File: src/led_bar_pkg.sv
// Shared constants, register layouts and carrier types of the charge LED bar controller.
package led_bar_pkg;

	// Clock and derived tick rates.
	localparam int CLK_PERIOD_NS = 10;
	localparam int TICK_US_NS    = 1000;
	localparam int US_CYCLES     = TICK_US_NS / CLK_PERIOD_NS;
	localparam int MS_US         = 1000;
	localparam logic [6:0] US_LAST = 7'(US_CYCLES - 1);
	localparam logic [9:0] MS_LAST = 10'(MS_US - 1);

	// Probe dwell per LED during auto-count, animation update period, button debounce.
	localparam int PROBE_US       = 50;
	localparam int ANI_UPDATE_MS  = 25;
	localparam int DEBOUNCE_MS    = 20;
	localparam logic [5:0] PROBE_LAST = 6'(PROBE_US - 1);
	localparam logic [4:0] ANI_LAST   = 5'(ANI_UPDATE_MS - 1);

	// LED network geometry.
	localparam int NUM_LEDS = 12;
	localparam int NUM_PINS = 4;
	localparam logic [3:0] LED_LAST  = 4'(NUM_LEDS - 1);
	localparam logic [3:0] PIN_PEERS = 4'(NUM_PINS - 1);
	localparam logic [4:0] STEP_LAST = 5'h1F;
	localparam logic [4:0] LEVEL_MAX = 5'h1F;

	// Register map.
	localparam logic [7:0]  CFG1_ADDR  = 8'h40;
	localparam logic [7:0]  CFG2_ADDR  = 8'h4B;
	localparam logic [15:0] CFG1_RESET = 16'h6070;
	localparam logic [15:0] CFG2_RESET = 16'h011F;

	// Display mode and animation encodings.
	localparam logic [1:0] MODE_OFF    = 2'h0;
	localparam logic [1:0] MODE_TIMED  = 2'h1;
	localparam logic [1:0] MODE_BUTTON = 2'h2;
	localparam logic [1:0] MODE_FORCED = 2'h3;
	localparam logic [1:0] ANI_SOLID   = 2'h0;

	// Charge level scale in percent.
	localparam logic [6:0]  PCT_FULL  = 7'h64;
	localparam logic [11:0] PCT_STEP  = 12'h064;
	localparam logic [11:0] PCT_HALF  = 12'h032;

	// Termination times and blink intervals in milliseconds, indexed by the timer field.
	localparam logic [13:0] TERM_MS [0:7] = '{14'h0064, 14'h012C, 14'h0258, 14'h0514,
		14'h0A8C, 14'h157C, 14'h2198, 14'h2710};
	localparam logic [12:0] BLINK_MS [0:7] = '{13'h0190, 13'h0190, 13'h0190, 13'h0190,
		13'h02BC, 13'h0578, 13'h0AF0, 13'h15E0};

	typedef struct packed {
		logic [2:0] display_time_select;
		logic [2:0] animation_step_size;
		logic [1:0] animation_select;
		logic [1:0] display_mode_select;
		logic       light_while_charging;
		logic       remainder_gray_enable;
		logic [3:0] bar_count;
	} cfg_primary_type;

	typedef struct packed {
		logic       empty_led_enable;
		logic [5:0] led_voltage;
		logic       auto_count_enable;
		logic       gray_blink_enable;
		logic       empty_blink_enable;
		logic       full_blink_enable;
		logic [4:0] brightness;
	} cfg_secondary_type;

	typedef struct packed {
		logic [7:0]  addr;
		logic        wr;
		logic [15:0] wdata;
	} reg_req_type;

	typedef struct packed {
		logic signed [15:0] charge_current;
		logic signed [15:0] charge_termination_threshold;
		logic [7:0]         cell_voltage;
		logic [7:0]         empty_voltage;
	} supply_type;

	// LED k sits between anode pin k/3 and the k%3-th of the remaining pins.
	function automatic logic [1:0] led_anode(input logic [3:0] idx);
		return 2'(idx / PIN_PEERS);
	endfunction

	function automatic logic [1:0] led_cathode(input logic [3:0] idx);
		logic [1:0] a;
		logic [1:0] r;
		a = 2'(idx / PIN_PEERS);
		r = 2'(idx % PIN_PEERS);
		return (r < a) ? r : r + 2'h1;
	endfunction

endpackage

File: src/soc_led_bar_controller.sv
// Charge level LED bar controller: register file, auto-count, display modes and multiplexed drive.
`timescale 1ns/100ps

// How it works
// - Twelve LEDs are scanned one at a time over four pins.
// - After reset LEDs are probed in order up to the first dark one to count populated ones.
// - Lit bar count follows the reported charge level.
// - PWM duty is scaled by supply headroom to keep brightness steady.
// - Display starts from a button press or a register write.
// - Button modes light for a timer period or while held.
// - Forced mode stays lit until the host changes the mode.
// - Gray mode shows the remainder bar at half intensity.
// - Empty LED option reserves LED0, lit alone when no bar or gray bar shows.
// - Gray bar and last remaining bar can blink with configurable timing.
// - Rising auto-count enable restarts the LED count.
// - Any LED activity raises the wake request.
// - Bar count field is overwritten with the detected count.
// - Gray clear rounds bars; gray set truncates and grays remainder.
// - Charge light bit keeps LEDs on while charge current exceeds threshold.
// - Two-bit mode picks off, timed, button or forced.
// - Animation applies only in timed and forced modes.
// - Animation selects solid, fill, breathing or both.
// - Larger step size makes animation faster.
// - Timer field picks the termination time from eight values.
// - Timer field picks the blink interval from five values; the lowest four settings share 400 ms.
// - Full blink makes all LEDs blink when full.
module soc_led_bar_controller (
	input  wire logic                         clk_i,
	input  wire logic                         rst_i,
	input  wire led_bar_pkg::reg_req_type     reg_req_i,
	output logic [15:0]                       reg_rdata_o,
	input  wire logic [15:0]                  reported_charge_level_i,
	input  wire led_bar_pkg::supply_type      supply_i,
	input  wire logic                         button_i,
	input  wire logic                         led_sense_i,
	output logic [3:0]                        led_pin_o,
	output logic [3:0]                        led_pin_oe_o,
	output logic                              active_request_o
);

	typedef enum logic [1:0] {PH_START, PH_PROBE, PH_RUN} phase_type;

	typedef struct packed {
		led_bar_pkg::cfg_primary_type   cfg1;
		led_bar_pkg::cfg_secondary_type cfg2;
		logic [15:0] rdata;
		logic [6:0]  us_cnt;
		logic        us_tick;
		logic [9:0]  ms_cnt;
		logic        ms_tick;
		phase_type   phase;
		logic [3:0]  probe_idx;
		logic [5:0]  probe_wait;
		logic [3:0]  found;
		logic        auto_prev;
		logic        timed_on;
		logic [13:0] hold_ms;
		logic        blink_ph;
		logic [12:0] blink_ms;
		logic [4:0]  ani_ms;
		logic [6:0]  fill_pct;
		logic [4:0]  breath;
		logic        breath_down;
		logic [3:0]  slot;
		logic [4:0]  step;
		logic [3:0]  pin_out;
		logic [3:0]  pin_oe;
		logic        active;
	} core_state_type;

	core_state_type s_r;
	core_state_type s_nxt;

	logic        btn_level;
	logic        btn_press;
	logic        sense_level;
	logic        duty_on;
	logic        cfg1_wr;
	logic        cfg2_wr;
	logic        charging;
	logic        show;
	logic        animate;
	logic        near_empty;
	logic        probe_done;
	logic [3:0]  probe_count;
	logic [6:0]  soc_pct;
	logic [6:0]  disp_pct;
	logic [3:0]  n_bars;
	logic [3:0]  bar_base;
	logic [11:0] bar_lit;
	logic [11:0] bar_gray;
	logic [11:0] gray_mask;
	logic [11:0] on_mask;
	logic [11:0] prod;
	logic [9:0]  breath_prod;
	logic [4:0]  eff_level;
	logic [4:0]  slot_level;
	logic [3:0]  drive_idx;
	logic [1:0]  anode;
	logic [1:0]  cathode;
	logic [5:0]  inc;
	logic [5:0]  breath_sum;
	logic [7:0]  fill_sum;

	////////////////////////////////////////////////////////////////////////////////

	pin_filter #(
		.HOLD (led_bar_pkg::DEBOUNCE_MS)
	) u_button (
		.clk_i   (clk_i),
		.rst_i   (rst_i),
		.tick_i  (s_r.ms_tick),
		.pin_i   (button_i),
		.level_o (btn_level),
		.rise_o  (btn_press)
	);

	// The sense comparator needs no debounce, only the pin synchroniser.
	pin_filter #(
		.HOLD (1)
	) u_sense (
		.clk_i   (clk_i),
		.rst_i   (rst_i),
		.tick_i  (1'h1),
		.pin_i   (led_sense_i),
		.level_o (sense_level),
		.rise_o  ()
	);

	led_duty_comp u_duty (
		.step_i  (s_r.step),
		.level_i (slot_level),
		.cell_i  (supply_i.cell_voltage),
		.empty_i (supply_i.empty_voltage),
		.vled_i  (s_r.cfg2.led_voltage),
		.on_o    (duty_on)
	);

	////////////////////////////////////////////////////////////////////////////////

	// Display decode from registered state and the unregistered charge level and supply inputs: which LEDs light and how bright.
	always_comb begin
		soc_pct = (reported_charge_level_i[15:8] > {1'h0, led_bar_pkg::PCT_FULL}) ?
			led_bar_pkg::PCT_FULL : reported_charge_level_i[14:8];
		charging = s_r.cfg1.light_while_charging &&
			(supply_i.charge_current > supply_i.charge_termination_threshold);
		show = (s_r.phase == PH_RUN) && (charging ||
			(s_r.cfg1.display_mode_select == led_bar_pkg::MODE_BUTTON && btn_level) ||
			(s_r.cfg1.display_mode_select == led_bar_pkg::MODE_TIMED && s_r.timed_on) ||
			(s_r.cfg1.display_mode_select == led_bar_pkg::MODE_FORCED));
		animate = show && s_r.cfg1.animation_select != led_bar_pkg::ANI_SOLID &&
			(s_r.cfg1.display_mode_select == led_bar_pkg::MODE_TIMED ||
			s_r.cfg1.display_mode_select == led_bar_pkg::MODE_FORCED);
		disp_pct = (animate && s_r.cfg1.animation_select[0] && s_r.fill_pct < soc_pct) ?
			s_r.fill_pct : soc_pct;
		bar_base = {3'h0, s_r.cfg2.empty_led_enable && s_r.cfg1.bar_count != 4'h0};
		n_bars   = (s_r.cfg1.bar_count > led_bar_pkg::LED_LAST + 4'h1) ?
			led_bar_pkg::LED_LAST + 4'h1 - bar_base : s_r.cfg1.bar_count - bar_base;
		prod     = 12'(disp_pct) * 12'(n_bars);
		for (int b = 0; b < led_bar_pkg::NUM_LEDS; b++) begin
			bar_lit[b]  = (4'(b) < n_bars) && ((prod + (s_r.cfg1.remainder_gray_enable ?
				12'h000 : led_bar_pkg::PCT_HALF)) >= 12'(b + 1) * led_bar_pkg::PCT_STEP);
			bar_gray[b] = s_r.cfg1.remainder_gray_enable && (4'(b) < n_bars) &&
				!bar_lit[b] && (prod > 12'(b) * led_bar_pkg::PCT_STEP);
		end
		gray_mask  = bar_gray << bar_base;
		on_mask    = (bar_lit | bar_gray) << bar_base;
		near_empty = !bar_lit[1] && !bar_gray[1];
		if (bar_base != 4'h0 && bar_lit == 12'h000 && bar_gray == 12'h000) begin
			on_mask[0] = 1'h1;
		end
		if (s_r.cfg2.gray_blink_enable && !s_r.blink_ph) begin
			on_mask = on_mask & ~gray_mask;
		end
		// Near empty only the lowest LED is lit, so blanking all blinks exactly that one.
		if (s_r.cfg2.empty_blink_enable && near_empty && !s_r.blink_ph) begin
			on_mask = 12'h000;
		end
		if (s_r.cfg2.full_blink_enable && soc_pct == led_bar_pkg::PCT_FULL && !s_r.blink_ph) begin
			on_mask = 12'h000;
		end
		breath_prod = {5'h00, s_r.cfg2.brightness} * {5'h00, s_r.breath};
		eff_level   = (animate && s_r.cfg1.animation_select[1]) ?
			breath_prod[9:5] : s_r.cfg2.brightness;
		slot_level  = gray_mask[s_r.slot] ? (eff_level >> 1) : eff_level;
		drive_idx   = (s_r.phase == PH_PROBE) ? s_r.probe_idx : s_r.slot;
		anode       = led_bar_pkg::led_anode(drive_idx);
		cathode     = led_bar_pkg::led_cathode(drive_idx);
	end

	////////////////////////////////////////////////////////////////////////////////

	always_comb begin
		s_nxt         = s_r;
		s_nxt.us_tick = 1'h0;
		s_nxt.ms_tick = 1'h0;
		probe_done    = 1'h0;
		probe_count   = s_r.found;
		inc           = {3'h0, s_r.cfg1.animation_step_size} + 6'h01;
		breath_sum    = 6'h00;
		fill_sum      = 8'h00;

		// Microsecond and millisecond enable pulses.
		if (s_r.us_cnt == led_bar_pkg::US_LAST) begin
			s_nxt.us_cnt  = 7'h00;
			s_nxt.us_tick = 1'h1;
		end else begin
			s_nxt.us_cnt = s_r.us_cnt + 7'h01;
		end
		if (s_r.us_tick) begin
			if (s_r.ms_cnt == led_bar_pkg::MS_LAST) begin
				s_nxt.ms_cnt  = 10'h000;
				s_nxt.ms_tick = 1'h1;
			end else begin
				s_nxt.ms_cnt = s_r.ms_cnt + 10'h001;
			end
		end

		cfg1_wr = reg_req_i.wr && reg_req_i.addr == led_bar_pkg::CFG1_ADDR;
		cfg2_wr = reg_req_i.wr && reg_req_i.addr == led_bar_pkg::CFG2_ADDR;
		if (cfg1_wr) begin
			s_nxt.cfg1 = reg_req_i.wdata;
		end
		if (cfg2_wr) begin
			s_nxt.cfg2 = reg_req_i.wdata;
		end
		unique case (reg_req_i.addr)
			led_bar_pkg::CFG1_ADDR: s_nxt.rdata = s_r.cfg1;
			led_bar_pkg::CFG2_ADDR: s_nxt.rdata = s_r.cfg2;
			default:                s_nxt.rdata = 16'h0000;
		endcase
		s_nxt.auto_prev = s_r.cfg2.auto_count_enable;

		unique case (s_r.phase)
			PH_START: begin
				s_nxt.phase      = PH_PROBE;
				s_nxt.probe_idx  = 4'h0;
				s_nxt.probe_wait = 6'h00;
				s_nxt.found      = 4'h0;
			end
			PH_PROBE: begin
				if (s_r.us_tick) begin
					if (s_r.probe_wait == led_bar_pkg::PROBE_LAST) begin
						s_nxt.probe_wait = 6'h00;
						// Populate-in-order wiring means the first dark LED ends the count.
						if (!sense_level) begin
							probe_done = 1'h1;
						end else if (s_r.probe_idx == led_bar_pkg::LED_LAST) begin
							probe_done  = 1'h1;
							probe_count = s_r.found + 4'h1;
						end else begin
							s_nxt.found     = s_r.found + 4'h1;
							s_nxt.probe_idx = s_r.probe_idx + 4'h1;
						end
					end else begin
						s_nxt.probe_wait = s_r.probe_wait + 6'h01;
					end
				end
			end
			PH_RUN: begin
				if (s_r.cfg2.auto_count_enable && !s_r.auto_prev) begin
					s_nxt.phase = PH_START;
				end
			end
		endcase
		// detected count wins over a host write
		if (probe_done) begin
			s_nxt.phase          = PH_RUN;
			s_nxt.cfg1.bar_count = probe_count;
		end

		if ((btn_press && s_r.cfg1.display_mode_select == led_bar_pkg::MODE_TIMED) ||
			(cfg1_wr && reg_req_i.wdata[7:6] == led_bar_pkg::MODE_TIMED)) begin
			s_nxt.timed_on = 1'h1;
			s_nxt.hold_ms  = 14'h0000;
		end else if (s_r.cfg1.display_mode_select != led_bar_pkg::MODE_TIMED) begin
			s_nxt.timed_on = 1'h0;
		end else if (s_r.timed_on && s_r.ms_tick) begin
			if (s_r.hold_ms + 14'h0001 >=
				led_bar_pkg::TERM_MS[s_r.cfg1.display_time_select]) begin
				s_nxt.timed_on = 1'h0;
			end else begin
				s_nxt.hold_ms = s_r.hold_ms + 14'h0001;
			end
		end

		if (s_r.ms_tick) begin
			if (s_r.blink_ms + 13'h0001 >=
				led_bar_pkg::BLINK_MS[s_r.cfg1.display_time_select]) begin
				s_nxt.blink_ms = 13'h0000;
				s_nxt.blink_ph = !s_r.blink_ph;
			end else begin
				s_nxt.blink_ms = s_r.blink_ms + 13'h0001;
			end
		end

		if (!animate) begin
			s_nxt.ani_ms      = 5'h00;
			s_nxt.fill_pct    = 7'h00;
			s_nxt.breath      = 5'h00;
			s_nxt.breath_down = 1'h0;
		end else if (s_r.ms_tick) begin
			if (s_r.ani_ms == led_bar_pkg::ANI_LAST) begin
				s_nxt.ani_ms = 5'h00;
				fill_sum     = {1'h0, s_r.fill_pct} + {2'h0, inc};
				s_nxt.fill_pct = (fill_sum >= {1'h0, led_bar_pkg::PCT_FULL}) ?
					led_bar_pkg::PCT_FULL : fill_sum[6:0];
				if (s_r.breath_down) begin
					if ({1'h0, s_r.breath} <= inc) begin
						s_nxt.breath      = 5'h00;
						s_nxt.breath_down = 1'h0;
					end else begin
						s_nxt.breath = s_r.breath - inc[4:0];
					end
				end else begin
					breath_sum = {1'h0, s_r.breath} + inc;
					if (breath_sum >= {1'h0, led_bar_pkg::LEVEL_MAX}) begin
						s_nxt.breath      = led_bar_pkg::LEVEL_MAX;
						s_nxt.breath_down = 1'h1;
					end else begin
						s_nxt.breath = breath_sum[4:0];
					end
				end
			end else begin
				s_nxt.ani_ms = s_r.ani_ms + 5'h01;
			end
		end

		// slot scan, 32 PWM steps per LED
		if (s_r.us_tick) begin
			s_nxt.step = s_r.step + 5'h01;
			if (s_r.step == led_bar_pkg::STEP_LAST) begin
				s_nxt.slot = (s_r.slot == led_bar_pkg::LED_LAST) ? 4'h0 : s_r.slot + 4'h1;
			end
		end
		// drive one LED pair, others floating
		s_nxt.pin_oe  = 4'h0;
		s_nxt.pin_out = 4'h0;
		if (s_r.phase == PH_PROBE || (show && on_mask[s_r.slot] && duty_on)) begin
			s_nxt.pin_oe[anode]   = 1'h1;
			s_nxt.pin_oe[cathode] = 1'h1;
			s_nxt.pin_out[anode]  = 1'h1;
		end
		s_nxt.active = show || s_r.phase != PH_RUN;
	end

	always_ff @(posedge clk_i) begin
		if (rst_i) begin
			s_r      <= '0;
			s_r.cfg1 <= led_bar_pkg::CFG1_RESET;
			s_r.cfg2 <= led_bar_pkg::CFG2_RESET;
		end else begin
			s_r <= s_nxt;
		end
	end

	assign reg_rdata_o      = s_r.rdata;
	assign led_pin_o        = s_r.pin_out;
	assign led_pin_oe_o     = s_r.pin_oe;
	assign active_request_o = s_r.active;

endmodule

File: src/pin_filter.sv
// Three-stage pin synchroniser with agreement check and tick-based debounce.
`timescale 1ns/100ps

module pin_filter #(
	parameter int HOLD = 20
) (
	input  wire logic clk_i,
	input  wire logic rst_i,
	input  wire logic tick_i,
	input  wire logic pin_i,
	output logic      level_o,
	output logic      rise_o
);

	localparam int CW = $clog2(HOLD + 1);

	typedef struct packed {
		logic [2:0]    sync;
		logic          level;
		logic          rise;
		logic [CW-1:0] cnt;
	} filt_state_type;

	filt_state_type s_r;
	filt_state_type s_nxt;

	////////////////////////////////////////////////////////////////////////////////

	always_comb begin
		s_nxt = s_r;
		s_nxt.sync = {s_r.sync[1:0], pin_i};
		s_nxt.rise = 1'h0;
		// A new level must stay agreed for HOLD ticks; any disagreement restarts the wait.
		if (s_r.sync[1] != s_r.sync[2] || s_r.sync[2] == s_r.level) begin
			s_nxt.cnt = '0;
		end else if (tick_i) begin
			if (int'(s_r.cnt) + 1 >= HOLD) begin
				s_nxt.cnt   = '0;
				s_nxt.level = s_r.sync[2];
				s_nxt.rise  = s_r.sync[2];
			end else begin
				s_nxt.cnt = s_r.cnt + CW'(1);
			end
		end
	end

	always_ff @(posedge clk_i) begin
		if (rst_i) begin
			s_r <= '0;
		end else begin
			s_r <= s_nxt;
		end
	end

	assign level_o = s_r.level;
	assign rise_o  = s_r.rise;

endmodule

File: src/led_duty_comp.sv
// Supply-compensated PWM compare for one multiplexed LED slot.
`timescale 1ns/100ps

module led_duty_comp (
	input  wire logic [4:0] step_i,
	input  wire logic [4:0] level_i,
	input  wire logic [7:0] cell_i,
	input  wire logic [7:0] empty_i,
	input  wire logic [5:0] vled_i,
	output logic            on_o
);

	logic [8:0]  cell_head;
	logic [8:0]  empty_head;
	logic [13:0] lhs;
	logic [13:0] rhs;

	// Duty = level * (empty - vled) / (cell - vled), done as a cross-multiplied compare.
	always_comb begin
		cell_head  = {1'h0, cell_i} - {3'h0, vled_i};
		empty_head = {1'h0, empty_i} - {3'h0, vled_i};
		lhs        = {5'h00, cell_head} * {9'h000, step_i};
		rhs        = {5'h00, empty_head} * {9'h000, level_i};
		// Without headroom above the LED voltage the compensation has no meaning.
		if (cell_i <= {2'h0, vled_i} || empty_i <= {2'h0, vled_i}) begin
			on_o = step_i < level_i;
		end else begin
			on_o = lhs < rhs;
		end
	end

endmodule

File: config.mk
export PLATFORM = sky130hd
export DESIGN_NAME = soc_led_bar_controller
export DESIGN_NICKNAME = d
export VERILOG_FILES = /design/src/led_bar_pkg.sv /design/src/soc_led_bar_controller.sv /design/src/pin_filter.sv /design/src/led_duty_comp.sv
export SDC_FILE = /design/constraint.sdc
export NUM_CORES = 1
export LEC_CHECK = 0
export BUFFER_PORTS_ARGS = -buffer_cell sky130_fd_sc_hd__buf_2
export CAP_MARGIN = 20
export CORE_MARGIN = 1
export CORE_UTILIZATION = 50
export DETAILED_ROUTE_END_ITERATION = 8
export PLACE_DENSITY_LB_ADDON = 0.1
export SYNTH_ARGS = -nofsm -noshare
export SYNTH_HDL_FRONTEND = slang
export SYNTH_SLANG_ARGS = --single-unit
File: constraint.sdc
create_clock -name clk_i -period 21 [get_ports clk_i]
set_clock_uncertainty 0.2 [all_clocks]
set_input_delay 0 -clock clk_i [delete_from_list [all_inputs] [get_ports clk_i]]
set_output_delay 0 -clock clk_i [all_outputs]
set_load 0.02 [all_outputs]
## Word-level counts from Yosys, hierarchy flattened

Memory sizes are Yosys's and may differ from the RTL's.
Index checks and enable logic that the tools add are counted.

- Output and inout bits: 25
- Register bits after elaboration: 164
- Bits in latches: 0
- Memories kept: 2
- RAM bits: 0
- ROM bits: 216

- Bitwise operators: 14
- Muxes and demuxes: 69
- Div/mod/pow operators: 2
- Multiply operators: 4
- Shift-type cells: 2
- Add/sub/neg operators: 24
- Reduce and logical (&&, ||, !) cells: 132
- $lt $le $gt $ge: 58
- Equality and inequality tests: 28

Memories:

| memory | depth | width | read ports | clocked after Yosys merged registers in | wr ports | RTL line | source |
|---|---|---|---|---|---|---|---|
| (name not given) | 8 | 14 | 1 | 0 | 0 | soc_led_bar_controller.sv:280 | `led_bar_pkg::TERM_MS[s_r.cfg1.display_time_select]) begin` |
| (name not given) | 8 | 13 | 1 | 0 | 0 | soc_led_bar_controller.sv:289 | `led_bar_pkg::BLINK_MS[s_r.cfg1.display_time_select]) begin` |

Operators by type and width:

| cell | number |
|---|---|
| logical AND 1 bit | 76 |
| two-way mux 14 bit | 5 |
| two-way mux 4 bit | 16 |
| >= comparator 12 x 10 -> 1 bit, second input constant | 5 |
| greater-than comparator 11 x 10 -> 1 bit, second input constant | 5 |
| two-way mux 13 bit | 3 |
| >= comparator 12 x 9 -> 1 bit, second input constant | 3 |
| two-way mux 12 bit | 3 |
| greater-than comparator 11 x 9 -> 1 bit, second input constant | 3 |
| >= comparator 32 x 2 -> 1 bit, second input constant | 1 |
| >= comparator 32 x 6 -> 1 bit, second input constant | 1 |
| case mux 16 bit (2 select lines) | 1 |
| two-way mux 15 bit | 2 |
| two-way mux 5 bit | 6 |
| multiplier 9 x 5 -> 14 bit | 2 |
| case mux 14 bit (2 select lines) | 1 |
| >= comparator 12 x 11 -> 1 bit, second input constant | 2 |
| zero test 12 bit | 2 |
| left shift 12 x 1 -> 12 bit | 2 |
| two-way mux 7 bit | 3 |
| two-way mux 6 bit | 3 |
| subtractor 8 x 6 -> 9 bit | 2 |
| two-way mux 1 bit | 17 |
| equality test 8 x 7 -> 1 bit, second input constant | 2 |
| other kinds (84) | 167 |

## Longest topological paths before layout

Gate-level depths: netlist of run 1.

- Depth in word-level cells: 32
- Gate-level depth with buffers: 66

## Hierarchy

Synthesis of run 1 repeated with hierarchy kept, for this count alone.

- Cell total of the unflattened synthesis: 2304
- Area total of the unflattened synthesis: 17914.7 um^2

Modules (own cells, without submodules):

| module | cells each | area each (um^2) | instances | seq. area each (um^2) |
|---|---|---|---|---|
| soc_led_bar_controller | 1739 | 13188.9 | 1 | 2982.9 |
| led_duty_comp | 494 | 4033.9 | 1 | 0.0 |
| pin_filter at u_button | 57 | 531.8 | 1 | 200.2 |
| pin_filter at u_sense | 14 | 160.2 | 1 | 100.1 |

## Least setup slack after synthesis of run 1

OpenSTA, ideal clock, no wires.

- Path type: register to register
- Start: register s_r[135] in the netlist's numbering
- End: register s_r, in the netlist led_pin_o[3]
- Period minus slack after synthesis: 13.615 ns
- Path slack: 7.385 ns
- Data required time: 20.654 ns
- Arrival time: 13.270 ns
- Cell stages (with the launch flop): 58
- Cell sequence: dfxtp_1 clkbuf_1 o41ai_2 clkinv_1 ha_1 ha_1 a21o_1 buf_1 or2_2 fa_1 inv_1 fa_1 inv_1 fa_1 xor2_1 clkinv_1 ha_1 clkbuf_1 [... 22 more ...] o21ai_0 nand2_1 a21oi_1 o21bai_1 a21oi_1 o21bai_1 a21oi_1 xor2_1 ha_1 nand4_1 nor2_1 a21oi_1 nand3_1 nor2_1 o21ai_0 o21ai_0 a2111oi_4 nor4_1

- Word-level cells in the longest chain between the ends: 25
- Elaborated cells on any way between the ends: 135

Ends and longest elaborated chain:

| what | RTL line | source |
|---|---|---|
| start: declaration | soc_led_bar_controller.sv:71 | `core_state_type s_r;` |
| start signal: assignment | soc_led_bar_controller.sv:353 | `s_r <= s_nxt;` |
| parallel branches: the longest is 21 deep, another holds adder 11 x 6 -> 12 bit | -- |  |
| logical AND 1 bit * | soc_led_bar_controller.sv:339 | `if (s_r.phase == PH_PROBE \|\| (show && on_mask[s_r.slot] && duty_on)) begin` |
| logical OR 1 bit * | soc_led_bar_controller.sv:339 |  |
| NOT 1 bit (no line) * | -- |  |
| OR reduction 2 bit (no line) * | -- |  |

Mark *: on every way between the ends. The select of a mux whose other input is x is not followed.
A chain may end at the register's enable or synchronous reset.

## Worst setup path in the final report of run 1

- Start: register s_r[135] in the netlist's numbering
- End: register s_r, in the netlist led_pin_o[0]

The elaborated chain is that of the path after synthesis.

==> summary.txt, run 1 <==
Placement
  • Cell Area, Placed: 17300 sq um
  • Port-buffer cells: 109
  • DP HPWL: between 30 and 40 mm
  • Setup WS pre-CTS: 5510 ps
  • Cell count after placement: 2617
  • Gpl congestion: 0.921

Critical path
  • Startpoint types: flop
  • Slowest CP cell: o41ai_2
  • Critical Path AT: 15600 ps
  • Critical Path Fanout Max: 11
  • WP data required: 21090 ps
  • Crit path kind: flop to flop
  • Slowest stage delay, CP: 820 ps
  • CP endpoint kind: flop

Die
  • Starting Density: about half
  • DIE HEIGHT: 184 um
  • Core Region: 32600 sq um
  • IO Pins: roughly 120
  • Die Span X: 184 um
  • Std-Cell Rows: 66
  • Die Area: 33900 sq um

Synth
  • Post-synth EDFFs: 0
  • Mean Syn Cell Area: 7.70 sq um
  • Post-synthesis cell count: 2154
  • Synth Cell Area: 16600 sq um
  • Net Count, Synth: 2508
  • Sequential-to-total area share from yosys stat: 19.7%
  • Post-synth cell types: 91
  • Top_reg_cell synth: dfxtp_1
  • Post-synth ARST share: 0%
  • Number of synthesized register bits: 163
  • Synthesis Warnings: 0

Layout
  • Filler cells: 3122
  • Post-route cell area: 18100 sq um
  • Final net count: 2572
  • Commonest non-fill, non-tap cell in the layout: nor2_1
  • Share of layout cells above drive strength 1: approximately 8.7%
  • Area growth syn-to-layout: 9.09%
  • Commonest cells after routing, fill and taps aside: nor2_1 (248), nand2_1 (235), ha_1 (196)
  • Non-filler instance count after layout: 2672

Global routing
  • Vias in the first global route: 14.7k
  • Largest net degree at the start of global routing: 67
  • Antenna violations before repair: 1
  • Global Route Usage Sum: 25.8%
  • Overflow after GRT: 0
  • Global-route wire length before repair: 70.8 mm

Drt
  • Vias/cell: 5.64
  • Top Metal Used: met4
  • Initial DRC Count: 796
  • Per-cell routed wire length: 15.9 um
  • Metal2 WL: 20.0 mm
  • Pre-antenna DRT Iters: 5
  • DRC: 0
  • Routed wl met3: between 2 and 2.5 mm
  • Met1 Routed Length: between 15 and 20 mm
  • Post-route ant nets: 0
  • Detailed-route via count: 15.1k
  • Final wirelength: between 40 and 50 mm

CTS
  • CTS tree: yes
  • CTS Buffer Depth: 2
  • Cts bufs inserted: 17
  • CTS clk-pin slew, worst paths: 60 ps
  • Hold_buf cts: 24
  • Post-CTS Setup Repair Bufs: 0
  • PostCTS Resize Cnt: 0
  • Sink Count: 163
  • Worst skew pair latency: 430 ps
  • CTS root buffer: clkbuf_16
  • Number of H-tree levels: 4

Power and ir drop
  • Pwr Density: 46.7 nW/um^2
  • VDD IR max: 0.0530 mV
  • P_leak: 8.31 nW

Timing
  • Fin. Hold Viols: 0
  • Post-route setup TNS: 0 ps
  • RSZ-0062 raised after global routing: false
  • Worst slew pin tran: approximately 1000 ps
  • Max-slew violations: 0
  • Final period util: 73.9%
  • Slew headroom: between 30% and 40%
  • Min Hold Slack: 40.6 ps
  • Fin worst setup slack: around 5500 ps
  • Setup violators final: 0
  • Fin crit period: 15510 ps
  • Top achievable clock speed: around 64 MHz

Hold path
  • Tightest Hold Check Type: input port to flop

Run status
  • Status: finished, final reports clean

Flow run
  • Max Cap Viol: 0
==> registers in the layout, indices dropped and copies added, names as in the netlist <==
name	cells
led_pin_oe_o	4
u_button.s_nxt	2
u_button.rise_o	1
s_r	123
u_button.s_r	6
u_sense.level_o	1
u_sense.s_nxt	2
active_request_o	1
s_nxt	1
reg_rdata_o	16
u_button.level_o	1
u_sense.s_r	1
led_pin_o	4
==> logic make-up after synthesis <==
logic type / synth area share, %
AND/OR/NAND/NOR: 24.9
AO/OA/AOI/OAI: 18.0
buffers and inverters: 6.81
adder cells (fa/ha/maj): 22.6
flip-flops: 19.7
XOR/XNOR: 6.20
multiplexers: 1.83
==> critical path, delay by kind of cell, from the launching register on <==
| family | cells | cell delay [ps] |
|---|---|---|
| AOI/OAI and AO/OA | 20 | 5540 |
| buffers and inverters | 5 | 1080 |
| xor gates and xnor gates | 2 | 540 |
| muxes | 1 | 490 |
| and+or+nand+nor | 14 | 2150 |
| DFF | 1 | 420 |
| adders and majority gates | 11 | 4950 |
==> final timing paths <==
path | start | to | slack [ps] | cells past startpoint
setup / recovery | s_r[135] | led_pin_o[0] | 5490 | 53
hold / removal | reg_req_i[17] | reg_rdata_o[14] | 40 | 6
setup reg to reg | s_r[135] | led_pin_o[0] | 5490 | 53
hold reg to reg | u_button.s_nxt[8] | u_button.s_nxt[9] | 240 | 1
==> cell type report <==
type | instances | area (sq um) | share of cell area, %
flip-flops and latches | 163 | 3260 | 18.0
inverters | 176 | 661 | 3.65
multi-input cells | 1716 | 12200 | 67.4
repair buffers | 144 | 871 | 4.81
well taps | 442 | 553 | 3.06
diodes | 1 | 2.50 | 0.0138
clock buffers | 21 | 470 | 2.60
clock inverters | 9 | 73.8 | 0.408
==> layer usage <==
| metal | GRT usage [%] | vias to the layer above |
|---|---|---|
| li1 | - | 7568 |
| met1 | 33.1 | 7049 |
| met2 | 44.3 | 401 |
| met3 | 4.29 | 61 |
| met4 | 7.57 | 0 |
| met5 | 0 | - |
==> cells in the mapped netlist, types with 21 or more instances <==
master	count	area (sq um)
nand2_1	235	882
nor2_1	248	931
dfxtp_1	163	3260
nand3b_1	23	173
inv_1	173	649
and2_1	41	257
xnor2_1	45	394
nand3_1	52	260
and3_1	29	181
o21ai_0	86	430
nand2b_1	30	188
a22oi_1	21	158
fa_1	65	1300
buf_4	25	188
clkbuf_1	68	255
nand4_1	36	225
ha_1	196	2450
xor2_1	68	596
o21a_1	24	180
nor3_1	46	230
nor2b_1	40	250
a21oi_1	134	671
a21o_1	31	233
==> power breakdown <==
part | leakage (nW) | internal (mW) | switching, mW
Sequential | 1.32 | 0.311 | 0.00115
Clock | 0.260 | 0.161 | 0.131
Combinational | 6.74 | 0.105 | 0.136
==> per-stage QoR <==
stage                     util (%)  power (mW)
final                         55.5       0.844
after CTS                     55.5       0.852
after floorplan                  -       0.496
after global placement        53.1       0.553
after detailed placement      53.1       0.555
after global routing          55.5       0.896
Note: power is estimated with default switching activity, not from simulation.
==> run 2: changes to the inputs <==
==> constraint.sdc (replaced) <==
create_clock -name clk_i -period 14 [get_ports clk_i]
set_clock_uncertainty 0.2 [all_clocks]
set_input_delay 0 -clock clk_i [delete_from_list [all_inputs] [get_ports clk_i]]
set_output_delay 0 -clock clk_i [all_outputs]
set_load 0.02 [all_outputs]
==> summary.txt, run 2 (synthesis results as in run 1) <==
CTS
  • Worst skew pair latency: 440 ps (about the same)
  • Cts bufs inserted: 17 (unchanged)
  • Number of H-tree levels: 4 (unchanged)
  • CTS root buffer: clkbuf_16
  • CTS clk-pin slew, worst paths: 70 ps (about the same)
  • CTS Buffer Depth: 2 (unchanged)
  • Sink Count: 163 (unchanged)
  • CTS tree: yes

Critical path
  • Slowest CP cell: fa_1
  • Crit path kind: flop to flop
  • Slowest stage delay, CP: 540 ps (-280 ps)
  • Crit path launch: s_r[28]
  • FF-to-FF setup slack: 780 ps (-4700 ps)
  • Worst reg2reg path depth: 56 (+5.7%)
  • CP endpoint kind: flop
  • Critical Path AT: 13310 ps (-2290 ps)
  • Critical Path Sink: led_pin_oe_o[2]
  • Startpoint types: flop
  • FF-to-FF End: led_pin_oe_o[2]
  • Most used cell, CP: a21oi_1
  • WP data required: 14090 ps (-7000 ps)
  • Critical Path Fanout Max: 9 (-2)
  • Reg2reg start: s_r[28]

Timing
  • Setup violators final: 0 (unchanged)
  • Max-slew violations: 0 (unchanged)
  • Slew headroom: 31.8% (+1.3 points)
  • Fin worst setup slack: 782 ps (-4700 ps)
  • Fin crit period: 13220 ps (-2300 ps)
  • Worst slew pin tran: 1020 ps (-19.0 ps)
  • Post-route setup TNS: 0 ps (unchanged)
  • Top achievable clock speed: 75.7 MHz (+17%)
  • Fin. Hold Viols: 0 (unchanged)
  • Final period util: 94.4% (+21 points)
  • RSZ-0062 raised after global routing: false

Drt
  • Initial DRC Count: 842 (+5.8%)
  • DRC: 0 (unchanged)
  • Final wirelength: 43.8 mm (+2.7%)
  • Per-cell routed wire length: 16.2 um (+1.3%)
  • Pre-antenna DRT Iters: 5 (unchanged)
  • Detailed-route via count: 15.3k (+1.7%)
  • Vias/cell: 5.66 (+0.30%)
  • Post-route ant nets: 0 (unchanged)

Placement
  • Port-buffer cells: 109 (unchanged)
  • Gpl congestion: 0.919 (-0.25%)
  • DP HPWL: 34.8 mm (+4.2%)
  • Setup WS pre-CTS: 140 ps (-5370 ps)
  • Cell count after placement: 2654 (+1.4%)
  • Cell Area, Placed: 17600 sq um (+1.6%)

Power and ir drop
  • VDD IR max: 0.0904 mV (+70%)
  • P_leak: 8.50 nW (+2.2%)
  • Pwr Density: 69.1 nW/um^2 (+48%)

Flow run
  • Max Cap Viol: 0 (unchanged)

Layout
  • Commonest cells after routing, fill and taps aside: nor2_1 (248), nand2_1 (234), ha_1 (196)
  • Final core utilization: 56.4% (+0.89 points)
  • Final net count: 2606 (+1.3%)
  • Share of layout cells above drive strength 1: 10.6% (+2.0 points)
  • Filler cells: 3111 (-0.35%)
  • Multi-input combinational cell area: 12200 sq um (+0.36%)
  • Post-route cell area: 18400 sq um (+1.6%)
  • Commonest non-fill, non-tap cell in the layout: nor2_1
  • Max reg flops: 123 (unchanged)
  • Non-filler instance count after layout: 2708 (+1.3%)
  • Largest Register: s_r
  • Area growth syn-to-layout: 10.8%
  • Register area: 3270 sq um (about the same)

Hold path
  • Worst hold stages: 5 (-1)
  • Tightest Hold Check Type: input port to flop

Die
  • Die Area: 33900 sq um (unchanged)
  • DIE HEIGHT: 184 um (unchanged)
  • Starting Density: 50.9% (unchanged)
  • Die Span X: 184 um (unchanged)
  • Std-Cell Rows: 66 (unchanged)
  • IO Pins: 118 (unchanged)
  • Core Region: 32600 sq um (unchanged)

Global routing
  • Global Route Usage Sum: 26.4% (+0.58 points)
  • Largest net degree at the start of global routing: 80 (+19%)
  • Overflow after GRT: 0 (unchanged)
  • Vias in the first global route: 14.6k (-0.67%)
  • Antenna violations before repair: 2 (+1)
  • Global-route wire length before repair: 72.4 mm (+2.3%)

Run status
  • Status: finished, final reports clean
## run 2: final cells by class
type                       instances  area share [%]
inverter                         176            3.59
clock inverter                    12           0.531
antenna                            1          0.0136
clock buffer                      20            2.43
timing repair buffer             178            6.07
multi-input combinational       1716            66.6
sequential                       163            17.8
tap                              442            3.01
## run 2: critical path: cells and delay by family (launching register included)
family,cells,cell delay (ps)
AOI/OAI and AO/OA,22,3750
xor gates and xnor gates,2,340
adders and majority gates,10,4160
buffers and inverters,4,380
DFF,1,370
muxes,2,590
and+or+nand+nor,16,3280
## run 2: timing repair
item | in CTS | in global routing
endpoints found under the setup margin | 0 | 8
hold buffers | 20 | 0
hold endpoints to repair | 60 | 0
gates resized for setup | 0 | 12
setup buffers | 0 | 1
## run 2: layer usage
layer	part of all wire [%]	up-vias	track usage, %
met2	47	394	44.6
met1	47	7233	35.2
met4	1.9	0	6.97
met3	4.5	64	3.52
met5	0	-	0
li1	-	7637	-
## run 2: metrics by stage
| step | hold WS, ps | power [mW] |
|---|---|---|
| 3_5_place_dp | 15.9 | 0.832 |
| 3_3_place_gp | 9.54 | 0.824 |
| 6_report | 14.5 | 1.27 |
| 5_1_grt | 60.1 | 1.36 |
| 4_1_cts | 1.36 | 1.28 |
| 2_1_floorplan | -79.0 | 0.744 |
## run 2: worst min-delay path by stage
stage,from,to,slack [ps]
6_report,reg_req_i[17],reg_rdata_o[1],10
5_1_grt,reg_req_i[17],reg_rdata_o[2],60
3_5_place_dp,button_i,u_button.s_nxt[8],20
3_3_place_gp,led_sense_i,u_sense.s_nxt[4],10
4_1_cts,reg_req_i[17],reg_rdata_o[1],1
2_1_floorplan,reg_req_i[8],s_nxt[65],-80
## run 2: power by group
part           switching, mW  internal (mW)  leakage, nW
clock                  0.204          0.234        0.263
combinational          0.202          0.162         6.92
sequential           0.00183          0.466         1.32
total                  0.408          0.863         8.50
